==> config.mk <==
export PLATFORM = sky130hd
export DESIGN_NAME = buck_voltage_setting_regs
export DESIGN_NICKNAME = d
export VERILOG_FILES = /design/src/rtl/buck_regs_pkg.sv /design/src/rtl/buck_voltage_setting_regs.sv
export SDC_FILE = /design/constraint.sdc
export NUM_CORES = 1
export LEC_CHECK = 0
export BUFFER_PORTS_ARGS = -buffer_cell sky130_fd_sc_hd__clkbuf_2
export CORE_MARGIN = 4
export CORE_UTILIZATION = 47
export DETAILED_ROUTE_END_ITERATION = 12
export HOLD_SLACK_MARGIN = 0.1
export PLACE_DENSITY = 0.71
export SLEW_MARGIN = 20
export SYNTH_ARGS = -nofsm -noshare
export SYNTH_HDL_FRONTEND = slang
export SYNTH_SLANG_ARGS = --single-unit
==> constraint.sdc <==
create_clock -name clk_i -period 2.9 [get_ports clk_i]
set_input_delay 0.58 -clock clk_i [delete_from_list [all_inputs] [get_ports clk_i]]
set_output_delay 0.58 -clock clk_i [all_outputs]
set_load 0.1 [all_outputs]
==> src/rtl/buck_regs_pkg.sv <==
// Purpose: Constants and types for the buck voltage setting register bank
// Assumes: Byte-wide register port with 9-bit address, one clock
// Notes: Voltage code maps 0.30 V + code * 10 mV
// Operation
// Buck A ceiling code held, 7 bits; applied code never exceeds it; a_code_o can exceed it one cycle after a load or write lowers it
// Buck B ceiling code held, 7 bits; applied code never exceeds it; b_code_o can exceed it one cycle after a load or write lowers it
// Ceilings loaded from OTP; writable only in test mode
// Voltage code linear, 10 mV steps, zero is 0.30 V, ones 1.57 V
// Buck A first setting: bit 7 low forced PWM, high automatic
// Buck A second setting: bit 7 low forced PWM, high automatic
// Buck B first setting: bit 7 low forced PWM, high automatic
// Buck B second setting: bit 7 low forced PWM, high automatic
// Target codes sit in bits 6 to 0, writable and readable
// Setting mode bits govern only while mode field is 00
// Per-regulator select picks setting; code clamped to ceiling
package buck_regs_pkg;
  localparam int ADDR_W = 9;
  localparam int CODE_W = 7;
  localparam logic [8:0] OFS_A_CEIL = 9'h0d5;
  localparam logic [8:0] OFS_B_CEIL = 9'h0d6;
  localparam logic [8:0] OFS_A_FIRST = 9'h0d7;
  localparam logic [8:0] OFS_A_SECOND = 9'h0d8;
  localparam logic [8:0] OFS_B_FIRST = 9'h0d9;
  localparam logic [8:0] OFS_B_SECOND = 9'h0da;
  localparam int MODE_BIT = 7;
  localparam logic [6:0] CODE_RESET = 7'h00;
  localparam logic MODE_BIT_RESET = 1'h0;
  localparam int BASE_MV = 300;
  localparam int STEP_MV = 10;
  localparam logic [1:0] MODE_BY_SETTING = 2'h0;
  localparam logic [1:0] MODE_AUTO_1PH = 2'h1;
  localparam logic [1:0] MODE_FORCE_PWM = 2'h2;
  localparam logic [1:0] MODE_AUTO = 2'h3;

  typedef struct packed {
    logic auto_mode;
    logic [6:0] code;
  } target_t;

  typedef struct packed {
    logic [6:0] code;
    logic auto_mode;
  } drive_t;
endpackage

==> src/rtl/buck_voltage_setting_regs.sv <==
// Purpose: Ceiling and target voltage registers for bucks A and B
// Assumes: Host port is synchronous; OTP values are stable while otp_load_i pulses
// Notes: Reads are registered, data valid one cycle after rd_en_i
`timescale 1ns/1ps
module buck_voltage_setting_regs (
  input wire logic clk_i,
  input wire logic rstn_i,
  input wire logic [8:0] addr_i,
  input wire logic wr_en_i,
  input wire logic rd_en_i,
  input wire logic [7:0] wdata_i,
  input wire logic test_mode_i,
  input wire logic otp_load_i,
  input wire logic [6:0] otp_a_ceiling_i,
  input wire logic [6:0] otp_b_ceiling_i,
  input wire logic a_select_second_i,
  input wire logic b_select_second_i,
  input wire logic [1:0] regulator_a_operating_mode_field_i,
  input wire logic [1:0] regulator_b_operating_mode_field_i,
  output logic [7:0] rdata_o,
  output logic [6:0] a_code_o,
  output logic a_auto_mode_o,
  output logic [6:0] b_code_o,
  output logic b_auto_mode_o
);
  logic [6:0] a_ceil_q;
  logic [6:0] b_ceil_q;
  buck_regs_pkg::target_t a_first_q;
  buck_regs_pkg::target_t a_second_q;
  buck_regs_pkg::target_t b_first_q;
  buck_regs_pkg::target_t b_second_q;
  logic [7:0] rdata_q;
  buck_regs_pkg::drive_t a_drv_q;
  buck_regs_pkg::drive_t b_drv_q;

  // Register decode
  wire hit_a_ceil = addr_i == buck_regs_pkg::OFS_A_CEIL;
  wire hit_b_ceil = addr_i == buck_regs_pkg::OFS_B_CEIL;
  wire hit_a_first = addr_i == buck_regs_pkg::OFS_A_FIRST;
  wire hit_a_second = addr_i == buck_regs_pkg::OFS_A_SECOND;
  wire hit_b_first = addr_i == buck_regs_pkg::OFS_B_FIRST;
  wire hit_b_second = addr_i == buck_regs_pkg::OFS_B_SECOND;
  wire hit_any = hit_a_ceil | hit_b_ceil | hit_a_first
    | hit_a_second | hit_b_first | hit_b_second;

  // Ceiling writes need test mode; an OTP load wins over them
  wire ceil_wr_ok = wr_en_i & test_mode_i;
  wire a_ceil_we = ceil_wr_ok & hit_a_ceil & !otp_load_i;
  wire b_ceil_we = ceil_wr_ok & hit_b_ceil & !otp_load_i;
  wire a_first_we = wr_en_i & hit_a_first;
  wire a_second_we = wr_en_i & hit_a_second;
  wire b_first_we = wr_en_i & hit_b_first;
  wire b_second_we = wr_en_i & hit_b_second;
  wire [6:0] wr_code = wdata_i[buck_regs_pkg::CODE_W-1:0];

  // Ceiling bit 7 is reserved and reads as zero
  wire [7:0] rd_mux =
    hit_a_ceil ? {1'b0, a_ceil_q} :
    hit_b_ceil ? {1'b0, b_ceil_q} :
    hit_a_first ? a_first_q :
    hit_a_second ? a_second_q :
    hit_b_first ? b_first_q :
    hit_b_second ? b_second_q : '0;

  // Selected setting per regulator
  wire buck_regs_pkg::target_t a_sel = a_select_second_i ? a_second_q : a_first_q;
  wire buck_regs_pkg::target_t b_sel = b_select_second_i ? b_second_q : b_first_q;

  // Codes are linear in voltage, so comparing codes compares voltages
  wire a_over = a_sel.code > a_ceil_q;
  wire b_over = b_sel.code > b_ceil_q;
  wire [6:0] a_clamp = a_over ? a_ceil_q : a_sel.code;
  wire [6:0] b_clamp = b_over ? b_ceil_q : b_sel.code;

  // Mode field 00 defers to the setting bit; 10 forces PWM; others automatic
  wire a_by_setting =
    regulator_a_operating_mode_field_i == buck_regs_pkg::MODE_BY_SETTING;
  wire a_forced_pwm =
    regulator_a_operating_mode_field_i == buck_regs_pkg::MODE_FORCE_PWM;
  wire a_auto = a_by_setting ? a_sel.auto_mode : !a_forced_pwm;
  wire b_by_setting =
    regulator_b_operating_mode_field_i == buck_regs_pkg::MODE_BY_SETTING;
  wire b_forced_pwm =
    regulator_b_operating_mode_field_i == buck_regs_pkg::MODE_FORCE_PWM;
  wire b_auto = b_by_setting ? b_sel.auto_mode : !b_forced_pwm;

  always_ff @(posedge clk_i) begin
    if (!rstn_i) begin
      a_ceil_q <= buck_regs_pkg::CODE_RESET;
      b_ceil_q <= buck_regs_pkg::CODE_RESET;
    end else if (otp_load_i) begin
      a_ceil_q <= otp_a_ceiling_i;
      b_ceil_q <= otp_b_ceiling_i;
    end else begin
      if (a_ceil_we) begin
        a_ceil_q <= wr_code;
      end
      if (b_ceil_we) begin
        b_ceil_q <= wr_code;
      end
    end
  end

  always_ff @(posedge clk_i) begin
    if (!rstn_i) begin
      a_first_q <= {buck_regs_pkg::MODE_BIT_RESET, buck_regs_pkg::CODE_RESET};
      a_second_q <= {buck_regs_pkg::MODE_BIT_RESET, buck_regs_pkg::CODE_RESET};
      b_first_q <= {buck_regs_pkg::MODE_BIT_RESET, buck_regs_pkg::CODE_RESET};
      b_second_q <= {buck_regs_pkg::MODE_BIT_RESET, buck_regs_pkg::CODE_RESET};
    end else begin
      if (a_first_we) begin
        a_first_q <= wdata_i;
      end
      if (a_second_we) begin
        a_second_q <= wdata_i;
      end
      if (b_first_we) begin
        b_first_q <= wdata_i;
      end
      if (b_second_we) begin
        b_second_q <= wdata_i;
      end
    end
  end

  always_ff @(posedge clk_i) begin
    if (!rstn_i) begin
      rdata_q <= '0;
      a_drv_q <= '0;
      b_drv_q <= '0;
    end else begin
      if (rd_en_i) begin
        rdata_q <= rd_mux;
      end
      a_drv_q <= {a_clamp, a_auto};
      b_drv_q <= {b_clamp, b_auto};
    end
  end

  assign rdata_o = rdata_q;
  assign a_code_o = a_drv_q.code;
  assign a_auto_mode_o = a_drv_q.auto_mode;
  assign b_code_o = b_drv_q.code;
  assign b_auto_mode_o = b_drv_q.auto_mode;

  a_ceil_a_hold: assert property (@(posedge clk_i) disable iff (!rstn_i)
    a_code_o <= a_ceil_q || $past(otp_load_i)
      || $past(ceil_wr_ok))
    else $error("buck A code above ceiling");

  a_ceil_b_hold: assert property (@(posedge clk_i) disable iff (!rstn_i)
    b_code_o <= b_ceil_q || $past(otp_load_i)
      || $past(ceil_wr_ok))
    else $error("buck B code above ceiling");

  a_ceil_write_lock: assert property (@(posedge clk_i) disable iff (!rstn_i)
    wr_en_i && !test_mode_i && !otp_load_i
    |=> $stable(a_ceil_q) && $stable(b_ceil_q))
    else $error("ceiling changed outside test mode");

  a_ceil_idle_hold: assert property (@(posedge clk_i) disable iff (!rstn_i)
    !otp_load_i && !ceil_wr_ok
    |=> $stable(a_ceil_q) && $stable(b_ceil_q))
    else $error("ceiling changed without load or write");

  a_ceil_a_write: assert property (@(posedge clk_i) disable iff (!rstn_i)
    a_ceil_we
    |=> a_ceil_q == $past(wr_code))
    else $error("buck A ceiling test write lost");

  a_ceil_b_write: assert property (@(posedge clk_i) disable iff (!rstn_i)
    b_ceil_we
    |=> b_ceil_q == $past(wr_code))
    else $error("buck B ceiling test write lost");

  a_ceil_otp_load: assert property (@(posedge clk_i) disable iff (!rstn_i)
    otp_load_i
    |=> a_ceil_q == $past(otp_a_ceiling_i) && b_ceil_q == $past(otp_b_ceiling_i))
    else $error("ceiling OTP load lost");

  a_a_first_mode: assert property (@(posedge clk_i) disable iff (!rstn_i)
    !a_select_second_i
      && regulator_a_operating_mode_field_i == buck_regs_pkg::MODE_BY_SETTING
    |=> a_auto_mode_o == $past(a_first_q.auto_mode))
    else $error("buck A first setting mode wrong");

  a_a_second_mode: assert property (@(posedge clk_i) disable iff (!rstn_i)
    a_select_second_i
      && regulator_a_operating_mode_field_i == buck_regs_pkg::MODE_BY_SETTING
    |=> a_auto_mode_o == $past(a_second_q.auto_mode))
    else $error("buck A second setting mode wrong");

  a_b_first_mode: assert property (@(posedge clk_i) disable iff (!rstn_i)
    !b_select_second_i
      && regulator_b_operating_mode_field_i == buck_regs_pkg::MODE_BY_SETTING
    |=> b_auto_mode_o == $past(b_first_q.auto_mode))
    else $error("buck B first setting mode wrong");

  a_b_second_mode: assert property (@(posedge clk_i) disable iff (!rstn_i)
    b_select_second_i
      && regulator_b_operating_mode_field_i == buck_regs_pkg::MODE_BY_SETTING
    |=> b_auto_mode_o == $past(b_second_q.auto_mode))
    else $error("buck B second setting mode wrong");

  a_mode_override: assert property (@(posedge clk_i) disable iff (!rstn_i)
    regulator_a_operating_mode_field_i == buck_regs_pkg::MODE_FORCE_PWM
    |=> !a_auto_mode_o)
    else $error("buck A forced PWM field ignored");

  a_b_forced_pwm: assert property (@(posedge clk_i) disable iff (!rstn_i)
    regulator_b_operating_mode_field_i == buck_regs_pkg::MODE_FORCE_PWM
    |=> !b_auto_mode_o)
    else $error("buck B forced PWM field ignored");

  a_a_auto_field: assert property (@(posedge clk_i) disable iff (!rstn_i)
    regulator_a_operating_mode_field_i == buck_regs_pkg::MODE_AUTO_1PH
      || regulator_a_operating_mode_field_i == buck_regs_pkg::MODE_AUTO
    |=> a_auto_mode_o)
    else $error("buck A automatic field ignored");

  a_b_auto_field: assert property (@(posedge clk_i) disable iff (!rstn_i)
    regulator_b_operating_mode_field_i == buck_regs_pkg::MODE_AUTO_1PH
      || regulator_b_operating_mode_field_i == buck_regs_pkg::MODE_AUTO
    |=> b_auto_mode_o)
    else $error("buck B automatic field ignored");

  a_a_first_code: assert property (@(posedge clk_i) disable iff (!rstn_i)
    !a_select_second_i && a_first_q.code <= a_ceil_q
    |=> a_code_o == $past(a_first_q.code))
    else $error("buck A first code not applied");

  a_a_second_code: assert property (@(posedge clk_i) disable iff (!rstn_i)
    a_select_second_i && a_second_q.code <= a_ceil_q
    |=> a_code_o == $past(a_second_q.code))
    else $error("buck A second code not applied");

  a_b_first_code: assert property (@(posedge clk_i) disable iff (!rstn_i)
    !b_select_second_i && b_first_q.code <= b_ceil_q
    |=> b_code_o == $past(b_first_q.code))
    else $error("buck B first code not applied");

  a_b_second_code: assert property (@(posedge clk_i) disable iff (!rstn_i)
    b_select_second_i && b_second_q.code <= b_ceil_q
    |=> b_code_o == $past(b_second_q.code))
    else $error("buck B second code not applied");

  a_a_clamp_top: assert property (@(posedge clk_i) disable iff (!rstn_i)
    a_over
    |=> a_code_o == $past(a_ceil_q))
    else $error("buck A code not clamped");

  a_b_clamp_top: assert property (@(posedge clk_i) disable iff (!rstn_i)
    b_over
    |=> b_code_o == $past(b_ceil_q))
    else $error("buck B code not clamped");

  a_target_readback: assert property (@(posedge clk_i) disable iff (!rstn_i)
    wr_en_i && hit_a_first ##1 rd_en_i && hit_a_first && !wr_en_i
    |=> rdata_o == $past(wdata_i, 2))
    else $error("target readback mismatch");

  a_rd_a_ceil: assert property (@(posedge clk_i) disable iff (!rstn_i)
    rd_en_i && hit_a_ceil
    |=> rdata_o == {1'b0, $past(a_ceil_q)})
    else $error("buck A ceiling read wrong");

  a_rd_b_ceil: assert property (@(posedge clk_i) disable iff (!rstn_i)
    rd_en_i && hit_b_ceil
    |=> rdata_o == {1'b0, $past(b_ceil_q)})
    else $error("buck B ceiling read wrong");

  a_rd_a_first: assert property (@(posedge clk_i) disable iff (!rstn_i)
    rd_en_i && hit_a_first
    |=> rdata_o == $past(a_first_q))
    else $error("buck A first target read wrong");

  a_rd_a_second: assert property (@(posedge clk_i) disable iff (!rstn_i)
    rd_en_i && hit_a_second
    |=> rdata_o == $past(a_second_q))
    else $error("buck A second target read wrong");

  a_rd_b_first: assert property (@(posedge clk_i) disable iff (!rstn_i)
    rd_en_i && hit_b_first
    |=> rdata_o == $past(b_first_q))
    else $error("buck B first target read wrong");

  a_rd_b_second: assert property (@(posedge clk_i) disable iff (!rstn_i)
    rd_en_i && hit_b_second
    |=> rdata_o == $past(b_second_q))
    else $error("buck B second target read wrong");

  a_rd_unmapped: assert property (@(posedge clk_i) disable iff (!rstn_i)
    rd_en_i && !hit_any
    |=> rdata_o == '0)
    else $error("unmapped read not zero");

  a_rdata_hold: assert property (@(posedge clk_i) disable iff (!rstn_i)
    !rd_en_i
    |=> $stable(rdata_o))
    else $error("read data changed without a read");

  a_target_lock: assert property (@(posedge clk_i) disable iff (!rstn_i)
    !wr_en_i
    |=> $stable(a_first_q) && $stable(a_second_q)
      && $stable(b_first_q) && $stable(b_second_q))
    else $error("target changed without a write");

  a_reset_clear: assert property (@(posedge clk_i)
    !rstn_i
    |=> rdata_o == '0 && a_code_o == '0 && b_code_o == '0)
    else $error("outputs not cleared by reset");
endmodule

==> impl_results.md <==
* Pwr dens at 500 mW/mm2
* Root buf cell: clkbuf_8
* IO Pins at 67
* Commonest non-fill, non-tap cell in the layout: dfxtp_1
* Layout net count at 534
* Most frequent cells in the layout: dfxtp_1 (70), clkbuf_2 (66), mux2i_1 (57), nor2_1 (43), nand2_1 (31)
* Antenna Diode Count at 0
* # setup viols final at 0
* First-pass GRT wire length at 17400 um
* Final worst-path cycle share at 75.0%
* Syn Area/Cell at 9.23 um2
* Crit. End Element: flop
* GRT overflow at 0
* Netlist cell types at 47
* Area growth syn-to-layout at 17.4%
* Fin. max-slew vios at 0
* Gpl congestion at 0.968
* Sink Count at 70
* DR vias at 3372
* Antenna violations before repair at 0
* Sw Share at 26.8%
* Vias in the first global route at 3279
* Wirelength, routed at 10700 um
* Post-CTS setup buffer count at 0
* Mapped Area at 0.00385 mm2
* Status: complete, no violations
* Die Footprint at 0.00970 mm2
* Final Core Density at 57.6%
* Endpoints failing hold at 0
* Die span in x at 98.5 um
* Max cap viols at 0
* Min Clock Period, post-route at 2170 ps
* WP data required at 3170 ps
* H-Tree Depth at 3
* P_int at 0.00165 W
* ANT nets after route at 0
* Flop pwr share at 44.2%
* DRC viols at 0
* Fillers at 720
* CTS buffer count at 9
* Cell Area, Placed at 0.00428 mm2
* VDD IR-drop max at 393 uV
* Starting density of the core at 49.1%
* First-pass iteration count of the detailed router at 5
* Vias per std cell at 5.77
* R2r endpoint: b_code_o[5]$_SDFF_PN0_
* Hold-fix buffers at CTS at 0
* HPWL after DPL at 8090 um
* Fraction of layout cells with a size suffix above 1 at 24.7%
* Resized Gates After CTS at 0
* GRT Total Usage at 22.7%
* End of the critical path: a_code_o[2]$_SDFF_PN0_
* CP Max Fanout at 8
* Pin count of the biggest net entering global routing at 45
* Worst Setup Start Kind: primary input
* Worst hold path class: primary input to flop
* Setup crit start: a_select_second_i
* Core area at 0.00785 mm2
* Sequential area share after synthesis at 36.4%
* Tightest Pin Transition at 558 ps
* Psw at 0.000606 W
* Reg2Reg Setup Slack at 950 ps
* Die H at 98.5 um
* CTS Buffer Depth at 2
* Flops & latches, synth at 70
* Synth warn at 0
* Clk_lat worst skew at 350 ps
* RSZ-0062 raised after global routing: no
* Final instance area at 0.00452 mm2
* Worst-path clk slew at 70 ps
* Critical path class: primary input to flop
* Relative slew slack at 62.8%
* FFs w/ async S/R, synth at 0%
* Worst flop-to-flop path startpoint: b_second_q[6]$_SDFFE_PN0P_
* Reg2reg path depth at 7
* WL per Instance at 18.4 um
* Comb power frac at 14.2%
* Row count at 32
* Min Hold Slack at 443 ps
* Crit path arrival time at 2450 ps
* # port buffers at 66
* Main synth FF type: dfxtp_1
* Syn nets at 474
* Clock share of power at 41.6%
* Clock Skew at 9.41 ps
* Leakage power at 1.89 nW
* Cell count after synthesis at 417
* Fmax at 460 MHz
* EDFF count, synth at 0
* CTS tree: done
* DRC marker count from the first detailed-route iteration at 248
* Setup TNS at 0 ps
-- logic make-up (layout without fill, tap and decap cells) --
logic type               after synthesis  count (layout)  share of synthesized area, %
multiplexers                          73              73                          19.5
flip-flops                            70              70                          36.4
adder cells (fa/ha/maj)               14              14                          4.55
AND/OR/NAND/NOR                      141             141                          20.5
buffers and inverters                 43             108                          4.65
AO/OA/AOI/OAI                         76              76                          14.4
-- worst max-delay path: stages --
cell and delay (ps):
clkbuf_2 240, mux2_2 420, ha_1 310, a21oi_1 160, a21o_1 180, a21o_1 310, mux2i_1 240
-- cells in the mapped netlist (3+ instances only) --
cell type  number  area share [%]
dfxtp_1        70              36
mux2i_1        57              15
nor2_1         43             4.2
nand2_1        31             3.0
a21oi_1        20             2.6
clkbuf_1       20             1.9
mux2_2         16             4.7
ha_1           14             4.5
nor2b_1        14             2.3
and3_1         13             2.1
inv_1          13             1.3
a221o_1        11             2.9
nand2b_1        7             1.1
nand3_1         7            0.91
o21a_1          7             1.4
a41oi_1         6             1.4
o21ai_0         6            0.78
buf_2           5            0.65
nand3b_1        5            0.98
nor4_4          4             2.2
o21bai_1        4            0.78
o32ai_1         4            0.91
a21o_1          3            0.58
a32oi_1         3            0.68
nand4_1         3            0.49
nor3b_1         3            0.58
o2bb2ai_1       3            0.68
-- stage by stage --
step | cells | setup slack [ps] | power, W
global route | 584 | 623 | 0.00236
detailed placement | 568 | 395 | 0.00134
CTS | 584 | 750 | 0.00227
finish | 584 | 726 | 0.00226
global placement | 568 | 473 | 0.00133
floorplan | 417 | 246 | 0.00124
-- per-layer routing --
layer | vias up | part of all wire, % | GRT usage, %
li1 | 1631 | - | -
met1 | 1575 | 45 | 31.7
met2 | 148 | 45 | 34.7
met3 | 18 | 8.1 | 5.59
met4 | 0 | 1.8 | 6.41
met5 | - | 0 | 0
-- cell type report --
cell class                      count  area [um2]  area share [%]
Multi-Input combinational cell    304        2280            50.5
Sequential cell                    70        1400            31.0
Timing Repair Buffer               78         420            9.30
Tap cell                          102         128            2.82
Clock buffer                        9         124            2.74
Clock inverter                      7         113            2.49
Inverter                           14        52.6            1.16
-- power by group through the flow --
| stage | clock (W) | sequential, W | combinational (W) |
|---|---|---|---|
| 2_1_floorplan | 0 | 0.00108 | 0.000167 |
| 3_3_place_gp | 0 | 0.00102 | 0.000311 |
| 3_5_place_dp | 0 | 0.00102 | 0.000317 |
| 4_1_cts | 0.000957 | 0.000999 | 0.000318 |
| 5_1_grt | 0.00101 | 0.00100 | 0.000346 |
| 6_report | 0.000941 | 0.000999 | 0.000320 |
-- worst min path at each step --
stage,startpoint,end,depth (start not counted)
after floorplan,b_ceil_q[2]$_SDFFE_PN0P_,b_code_o[2]$_SDFF_PN0_,2
after global placement,rdata_o[7]$_SDFFE_PN0P_,rdata_o[7]$_SDFFE_PN0P_,2
after detailed placement,rdata_o[7]$_SDFFE_PN0P_,rdata_o[7]$_SDFFE_PN0P_,2
after CTS,regulator_a_operating_mode_field_i[0],a_auto_mode_o$_SDFF_PN0_,3
after global routing,regulator_a_operating_mode_field_i[0],a_auto_mode_o$_SDFF_PN0_,3
final,regulator_b_operating_mode_field_i[0],b_auto_mode_o$_SDFF_PN0_,3
-- sequential cells by signal, indices dropped and copies added (netlist names) --
name and flops:
a_auto_mode_o 1, b_second_q 8, a_code_o 7, a_second_q 8, b_first_q 8, b_code_o 7
b_auto_mode_o 1, a_first_q 8, b_ceil_q 7, a_ceil_q 7, rdata_o 8
(Power assumes the default switching activity.)
